[src/inc/cipher_pkg.sv]
// Purpose: Shared constants and types of the cipher mode switch controller.
// Assumes: Clock of 50 MHz; one frame strobe per radio frame.
// Notes:   Commands travel in even frames outbound and odd frames inbound.
package cipher_pkg;

  // ---------------------------------------------------------------------------
  // Command codes on the tail field
  // ---------------------------------------------------------------------------
  typedef enum logic [3:0] {
    CMD_NONE,
    CMD_START_REQ,
    CMD_START_CONFIRM,
    CMD_START_GRANT,
    CMD_START_REJECT,
    CMD_HALT_REQ,
    CMD_HALT_CONFIRM,
    CMD_HALT_GRANT,
    CMD_WAIT
  } cmd_type;

  // ---------------------------------------------------------------------------
  // Sizes, reset values and timing
  // ---------------------------------------------------------------------------
  localparam int KEY_INDEX_W = 8;
  localparam int REPEAT_W = 3;
  localparam logic [REPEAT_W-1:0] MAX_REPEATS = 3'h5;
  localparam logic RESET_ENCRYPTED = 1'b0;
  localparam logic [KEY_INDEX_W-1:0] RESET_KEY_INDEX = 8'h00;
  localparam int CLK_KHZ = 50000;
  localparam int EXCHANGE_LIMIT_MS = 1000;
  localparam int EXCHANGE_LIMIT_CYCLES = EXCHANGE_LIMIT_MS * CLK_KHZ;

endpackage : cipher_pkg

[src/inc/exch_if.sv]
// Purpose: Carries control and status between the controller and its timer.
// Assumes: Both ends run on the same clock.
// Notes:   The repeat count saturates instead of wrapping.
`timescale 1ns/100ps
interface exch_if;
  logic restart;
  logic tick;
  logic clr;
  logic expired;
  logic [cipher_pkg::REPEAT_W-1:0] reps;
  modport ctrl (output restart, output tick, output clr, input expired, input reps);
  modport timer (input restart, input tick, input clr, output expired, output reps);
endinterface : exch_if

[src/rtl/exchange_timer.sv]
// Purpose: Times one switching exchange and counts repeated requests.
// Assumes: Restart is pulsed at the start of every exchange.
// Notes:   The time counter stops once the limit is reached.
`timescale 1ns/100ps
module exchange_timer #(
  parameter int TIMEOUT_CYCLES = cipher_pkg::EXCHANGE_LIMIT_CYCLES
) (
  input wire logic clk_i,
  input wire logic rst_i,
  exch_if.timer x
);
  logic [31:0] cnt;
  logic [cipher_pkg::REPEAT_W-1:0] reps;
  wire logic [31:0] limit = 32'(TIMEOUT_CYCLES - 1);
  wire logic saturated = (reps == {cipher_pkg::REPEAT_W{1'b1}});

  assign x.expired = (cnt >= limit);
  assign x.reps = reps;

  always_ff @(posedge clk_i) begin
    if (rst_i || x.restart) begin
      cnt <= 32'h0;
      reps <= '0;
    end else begin
      if (!x.expired) begin
        cnt <= cnt + 32'h1;
      end
      if (x.clr) begin
        reps <= '0;
      end else if (x.tick && !saturated) begin
        reps <= reps + 3'h1;
      end
    end
  end
endmodule : exchange_timer

[src/rtl/cipher_mode_switch_ctrl.sv]
// Purpose: Portable-end controller for switching a link between clear and cipher.
// Assumes: FRAME_I pulses once per frame, FRAME_ODD_I gives its parity, both on CLK_I.
// Notes:   Received commands are presented as one-cycle RX_VALID_I pulses.
`timescale 1ns/100ps
module cipher_mode_switch_ctrl #(
  parameter int TIMEOUT_CYCLES = cipher_pkg::EXCHANGE_LIMIT_CYCLES,
  parameter logic [cipher_pkg::KEY_INDEX_W-1:0] KEY_CHOICE_VALUE = 8'hff
) (
  input wire logic CLK_I,
  input wire logic RESET_I,
  input wire logic FRAME_I,
  input wire logic FRAME_ODD_I,
  input wire logic SWITCH_REQ_I,
  input wire logic REKEY_I,
  input wire logic REKEY_DEFAULT_I,
  input wire logic [cipher_pkg::KEY_INDEX_W-1:0] KEY_INDEX_I,
  input wire logic REMOTE_REKEY_ALLOW_I,
  input wire logic RX_VALID_I,
  input wire cipher_pkg::cmd_type RX_CMD_I,
  input wire logic RX_DEFAULT_I,
  input wire logic [cipher_pkg::KEY_INDEX_W-1:0] RX_KEY_INDEX_I,
  output logic TX_VALID_O,
  output cipher_pkg::cmd_type TX_CMD_O,
  output logic TX_DEFAULT_O,
  output logic [cipher_pkg::KEY_INDEX_W-1:0] TX_KEY_INDEX_O,
  output logic ENCRYPT_O,
  output logic DECRYPT_O,
  output logic DISCARD_O,
  output logic SWITCH_CONFIRM_O,
  output logic LINK_DROP_O,
  output logic KEY_IS_DEFAULT_O
);

  // ---------------------------------------------------------------------------
  // State and decode
  // ---------------------------------------------------------------------------
  typedef enum {S_IDLE, S_HALT_REQ, S_HALT_GRANT, S_START_REQ, S_START_GRANT} state_type;

  state_type state, next_state;
  logic encrypted, next_encrypted;
  logic decrypting, next_decrypting;
  logic rekey, next_rekey;
  logic use_default, next_use_default;
  logic [cipher_pkg::KEY_INDEX_W-1:0] key_index, next_key_index;
  logic tx_valid, next_tx_valid;
  cipher_pkg::cmd_type tx_cmd, next_tx_cmd;
  logic tx_default, next_tx_default;
  logic confirm, next_confirm;
  logic drop, next_drop;
  logic do_drop;

  exch_if tmr ();

  exchange_timer #(.TIMEOUT_CYCLES(TIMEOUT_CYCLES)) u_timer (
    .clk_i(CLK_I),
    .rst_i(RESET_I),
    .x(tmr.timer)
  );

  wire logic even = FRAME_I && !FRAME_ODD_I;
  wire logic rx_halt_conf = RX_VALID_I && (RX_CMD_I == cipher_pkg::CMD_HALT_CONFIRM);
  wire logic rx_start_conf = RX_VALID_I && (RX_CMD_I == cipher_pkg::CMD_START_CONFIRM);
  wire logic rx_reject = RX_VALID_I && (RX_CMD_I == cipher_pkg::CMD_START_REJECT);
  wire logic rx_wait = RX_VALID_I && (RX_CMD_I == cipher_pkg::CMD_WAIT);
  // A remote start request is only a hint: it is obeyed only when the user allows it.
  wire logic remote_ask = RX_VALID_I && (RX_CMD_I == cipher_pkg::CMD_START_REQ) &&
                          RX_DEFAULT_I && encrypted && REMOTE_REKEY_ALLOW_I;
  wire logic remote_key_ok = (RX_KEY_INDEX_I != KEY_CHOICE_VALUE);
  wire logic reps_used = (tmr.reps >= cipher_pkg::MAX_REPEATS);

  // ---------------------------------------------------------------------------
  // Exchange sequencer
  // ---------------------------------------------------------------------------
  always_comb begin
    next_state = state;
    next_encrypted = encrypted;
    next_decrypting = decrypting;
    next_rekey = rekey;
    next_use_default = use_default;
    next_key_index = key_index;
    next_tx_valid = 1'b0;
    next_tx_cmd = tx_cmd;
    next_tx_default = tx_default;
    next_confirm = 1'b0;
    next_drop = 1'b0;
    do_drop = 1'b0;
    tmr.restart = 1'b0;
    tmr.tick = 1'b0;
    tmr.clr = 1'b0;
    case (state)
      S_IDLE: begin
        if (encrypted && (SWITCH_REQ_I || remote_ask)) begin
          next_state = S_HALT_REQ;
          tmr.restart = 1'b1;
          next_rekey = REKEY_I || remote_ask;
          next_use_default = remote_ask || REKEY_DEFAULT_I;
          next_key_index = (remote_ask && remote_key_ok) ? RX_KEY_INDEX_I : KEY_INDEX_I;
        end else if (!encrypted && SWITCH_REQ_I && REKEY_I) begin
          next_state = S_START_REQ;
          tmr.restart = 1'b1;
          next_rekey = 1'b1;
          next_use_default = REKEY_DEFAULT_I;
          next_key_index = KEY_INDEX_I;
        end
      end
      S_HALT_REQ: begin
        if (rx_halt_conf) begin
          next_decrypting = 1'b0;
          next_confirm = 1'b1;
          next_state = S_HALT_GRANT;
        end else if (even) begin
          if (reps_used) begin
            do_drop = 1'b1;
          end else begin
            next_tx_valid = 1'b1;
            next_tx_cmd = cipher_pkg::CMD_HALT_REQ;
            next_tx_default = 1'b0;
            tmr.tick = 1'b1;
          end
        end
      end
      S_HALT_GRANT: begin
        if (even) begin
          next_tx_valid = 1'b1;
          next_tx_cmd = cipher_pkg::CMD_HALT_GRANT;
          next_tx_default = 1'b0;
          next_encrypted = 1'b0;
          if (rekey) begin
            next_state = S_START_REQ;
            tmr.restart = 1'b1;
          end else begin
            next_state = S_IDLE;
          end
        end
      end
      S_START_REQ: begin
        if (rx_start_conf) begin
          next_decrypting = 1'b1;
          next_confirm = 1'b1;
          next_state = S_START_GRANT;
        end else if (rx_reject && use_default) begin
          next_confirm = 1'b1;
          next_rekey = 1'b0;
          next_state = S_IDLE;
        end else if (rx_wait && use_default) begin
          tmr.clr = 1'b1;
        end else if (even) begin
          if (reps_used) begin
            do_drop = 1'b1;
          end else begin
            next_tx_valid = 1'b1;
            next_tx_cmd = cipher_pkg::CMD_START_REQ;
            next_tx_default = use_default;
            tmr.tick = 1'b1;
          end
        end
      end
      S_START_GRANT: begin
        if (even) begin
          next_tx_valid = 1'b1;
          next_tx_cmd = cipher_pkg::CMD_START_GRANT;
          next_tx_default = use_default;
          next_encrypted = 1'b1;
          next_rekey = 1'b0;
          next_state = S_IDLE;
        end
      end
      default: begin
        next_state = S_IDLE;
      end
    endcase
    if (state != S_IDLE && tmr.expired) begin
      do_drop = 1'b1;
    end
    if (do_drop) begin
      next_state = S_IDLE;
      next_encrypted = 1'b0;
      next_decrypting = 1'b0;
      next_rekey = 1'b0;
      next_tx_valid = 1'b0;
      next_drop = 1'b1;
    end
  end

  always_ff @(posedge CLK_I) begin
    if (RESET_I) begin
      state <= S_IDLE;
      encrypted <= cipher_pkg::RESET_ENCRYPTED;
      decrypting <= cipher_pkg::RESET_ENCRYPTED;
      rekey <= 1'b0;
      use_default <= 1'b0;
      key_index <= cipher_pkg::RESET_KEY_INDEX;
      tx_valid <= 1'b0;
      tx_cmd <= cipher_pkg::CMD_NONE;
      tx_default <= 1'b0;
      confirm <= 1'b0;
      drop <= 1'b0;
    end else begin
      state <= next_state;
      encrypted <= next_encrypted;
      decrypting <= next_decrypting;
      rekey <= next_rekey;
      use_default <= next_use_default;
      key_index <= next_key_index;
      tx_valid <= next_tx_valid;
      tx_cmd <= next_tx_cmd;
      tx_default <= next_tx_default;
      confirm <= next_confirm;
      drop <= next_drop;
    end
  end

  // ---------------------------------------------------------------------------
  // Outputs
  // ---------------------------------------------------------------------------
  assign TX_VALID_O = tx_valid;
  assign TX_CMD_O = tx_cmd;
  assign TX_DEFAULT_O = tx_default;
  assign TX_KEY_INDEX_O = key_index;
  assign ENCRYPT_O = encrypted;
  assign DECRYPT_O = decrypting;
  // Holding off all data for the whole exchange covers the stricter discard window too.
  assign DISCARD_O = (state != S_IDLE);
  assign SWITCH_CONFIRM_O = confirm;
  assign LINK_DROP_O = drop;
  assign KEY_IS_DEFAULT_O = use_default;
endmodule : cipher_mode_switch_ctrl

[config.mk]
export PLATFORM = sky130hd
export DESIGN_NAME = cipher_mode_switch_ctrl
export DESIGN_NICKNAME = d
export VERILOG_FILES = /design/src/inc/cipher_pkg.sv /design/src/inc/exch_if.sv /design/src/rtl/exchange_timer.sv /design/src/rtl/cipher_mode_switch_ctrl.sv
export SDC_FILE = /design/constraint.sdc
export NUM_CORES = 1
export LEC_CHECK = 0
export BUFFER_PORTS_ARGS = -buffer_cell sky130_fd_sc_hd__buf_2
export CAP_MARGIN = 25
export CORE_MARGIN = 8
export CORE_UTILIZATION = 30
export DETAILED_ROUTE_END_ITERATION = 8
export PLACE_DENSITY = 0.53
export SETUP_SLACK_MARGIN = 0.5
export SLEW_MARGIN = 40
export SYNTH_ARGS = -nofsm -noshare
export SYNTH_HDL_FRONTEND = slang
export SYNTH_SLANG_ARGS = --single-unit
[constraint.sdc]
create_clock -name CLK_I -period 3.1 [get_ports CLK_I]
set_input_delay 0.62 -clock CLK_I [delete_from_list [all_inputs] [get_ports CLK_I]]
set_output_delay 0.62 -clock CLK_I [all_outputs]
set_load 0.005 [all_outputs]
==> results.yml <==
floorplan:
  core_area_sq_mm: 0.00915
  num_rows: 35
  die_w_microns: 113
  start_util_pct: 30.6
  io-pin-count: 50
  fp.dieArea_sq_mm: 0.0127
  die_h_microns: 113
clocking:
  htreeDepth: 3
  clk_latency_ns: 0.34
  cts_hold_buf: 0
  numCtsBuffers: 9
  cts-resized-gates: 0
  cts-root-buf: "clkbuf_8"
  cts_setup_buffers: 0
  clkSlewWorstSetupHoldPaths_ns: 0.07
  cts.sink_count: 57
  cts_tree: "done"
  clockBufferDepth: 2
worst_setup_path:
  cp.required_ns: 3.36
  reg2reg_setup_slack_ns: 0.73
  crit_arrival_ns: 2.63
  critPathCaptureType: "flop"
  cp-start-kind: "flop"
  crit_type: "reg -> reg"
  critPathMaxFanout: 19
logic_synthesis:
  mappedNetlistNets: 358
  synth.area.mux_share_pct: 4.29
  syn-cell-area_sq_mm: 0.00280
  synth.distinct_cells: 57
  ys_ff_latch: 57
  synth_top_family_by_area: "simple AND/OR/NAND/NOR gates"
  synthCells: 324
  ys_seq_area_share_pct: 40.8
  synth-edff-count: 0
  synthAdderAreaFrac_pct: 1.79
  synthSimpleGateAreaFrac_pct: 26.8
  synth_compound_area_share_pct: 18.6
  synthArstFlopShare_pct: 0
  yosys_warnings: 0
  synth-xor-area-share_pct: 3.44
  syn_area_per_cell_sq_um: 8.64
  synth-main-ff-cell: "dfxtp_1"
final_layout:
  fill_cells: 959
  n_antenna_cell: 0
  drive_gt1_share_pct: 20.7
  area_delta_synth_final_pct: 20.7
  fin_nets: 406
  final_util_pct: 36.9
timing:
  finalHoldViolCount: 0
  max_freq_mhz: 423
  setup_violations: 0
  fin_crit_ns: 2.37
  tightest_slew_ns: 0.576
  setup_tns_ns: 0
  slew_headroom_pct: 61.6
  period_share_pct: 76.3
  finClkSkew_ns: 0.00863
  slew_viol_final: 0
  rsz0062_at_grt: "no"
global_routing:
  gr-total-overflow: 0
  grt_usage_pct: 11.2
  grt_pass1_vias: 2560
  antenna_found_initial: 0
  grt_pass1_wl_mm: 11.7
  grt_max_degree: 21
pwr:
  peakVddDrop_mv: 0.210
  power.static_leakage_uw: 0.00133
  powerDensity_mw_per_mm2: 526
routing:
  routedWlPerCell_microns: 13.6
  drtIter0Drc: 108
  via_per_inst: 5.15
  route.detailed.drc: 0
  drt_pass1_iterations: 4
  dr_total_vias: 2511
  drt-total-wl_mm: 6.62
  ant_nets: 0
place:
  routabilityCongestion: 0.744
  hpwl_mm: 4.84
  io_buffer_count: 48
outcome:
  outcome: "finished, final reports clean"
worst_hold_path:
  hp-class: "reg -> reg"
job:
  maxCapViolCount: 0
## kinds of logic after synthesis
| family | Yosys count |
|---|---|
| adder cells (fa/ha/maj) | 4 |
| XOR/XNOR | 11 |
| multiplexers | 12 |
| other | 1 |
| buffers and inverters | 26 |
| AND/OR/NAND/NOR | 137 |
| AO/OA/AOI/OAI | 76 |
| flip-flops | 57 |
## cell usage after synthesis, types with 4 or more instances
cell type | n | area (sq um)
a211oi_1 | 11 | 82.6
a21oi_1 | 20 | 100
and2_1 | 8 | 50.1
and4_1 | 4 | 35.0
buf_2 | 6 | 30.0
clkbuf_1 | 7 | 26.3
dfxtp_1 | 57 | 1140
ha_1 | 4 | 50.1
inv_1 | 11 | 41.3
mux2i_1 | 12 | 120
nand2_1 | 23 | 86.3
nand3_1 | 15 | 75.1
nand4_1 | 7 | 43.8
nor2_1 | 37 | 139
nor4_1 | 4 | 25.0
o21ai_0 | 17 | 85.1
or3_1 | 11 | 68.8
or4_1 | 5 | 37.5
xor2_1 | 10 | 87.6
## critical path: stages, from the launching register on
cell	delay (ns)
dfxtp_1	0.34
ha_1	0.22
nand3_1	0.16
nor2_1	0.08
o221a_1	0.23
o31a_1	0.43
buf_4	0.27
or4_1	0.41
a21oi_1	0.14
## report_power, final
| group | internal (uW) | switching (uW) | total, uW |
|---|---|---|---|
| combinational | 63.5 | 80.6 | 144 |
| sequential | 754 | 21.4 | 775 |
| clock | 555 | 302 | 857 |
| total | 1370 | 404 | 1780 |
## per-stage QoR
step	worst slack (ns)	hold WS, ns	cells	instance area [sq um]	power [uW]
6_report	0.734	0.465	488	3380	1780
5_1_grt	0.579	0.485	488	3380	1860
4_1_cts	0.684	0.467	488	3380	1810
3_5_place_dp	0.586	0.452	472	3130	937
3_3_place_gp	0.623	0.443	472	3130	935
2_1_floorplan	0.983	0.430	324	2800	876
## final cells by class
class                      count  area [sq um]  area share (%)
tap                          111           139            4.11
multi-input combinational    241          1540            45.6
clock buffer                  11           141            4.19
inverter                      11          41.3            1.22
clock inverter                 5           103            3.04
timing repair buffer          52           270            8.00
sequential                    57          1140            33.8
## routing by layer
layer / vias to the layer above / routed length (microns) / track usage, %
met5: - / 0 / 0
li1: 1282 / - / -
met2: 62 / 2880 / 17.2
met4: 0 / 95 / 3.60
met3: 7 / 392 / 4.83
met1: 1160 / 3250 / 13.7
## state kept, by name, indices dropped and copies added (netlist names), 3 cells and up
name / flops
u_timer.cnt: 32
TX_KEY_INDEX_O: 8
TX_CMD_O: 3
state: 3
u_timer.x.reps: 3
## worst paths after layout
check / depth (start not counted) / start / end
min: 2 / DECRYPT_O / DECRYPT_O
min reg2reg: 2 / DECRYPT_O / DECRYPT_O
max: 8 / u_timer.cnt[0] / u_timer.cnt[9]
max reg2reg: 8 / u_timer.cnt[0] / u_timer.cnt[9]
## placed cells by master, fill, tap and decap left out, types with 4 or more instances in the layout
master | synthesis | routed
nand2_1 | 23 | 23
buf_4 | 1 | 4
nand3_1 | 15 | 15
and2_1 | 8 | 8
mux2i_1 | 12 | 12
clkbuf_8 | 0 | 10
xor2_1 | 10 | 10
buf_2 | 6 | 48
and4_1 | 4 | 4
nor4_1 | 4 | 4
or4_1 | 5 | 5
nor2_1 | 37 | 37
o21ai_0 | 17 | 17
or3_1 | 11 | 11
dfxtp_1 | 57 | 56
nand4_1 | 7 | 7
inv_1 | 11 | 11
a211oi_1 | 11 | 11
a21oi_1 | 20 | 20
ha_1 | 4 | 4
(Power assumes the default switching activity.)
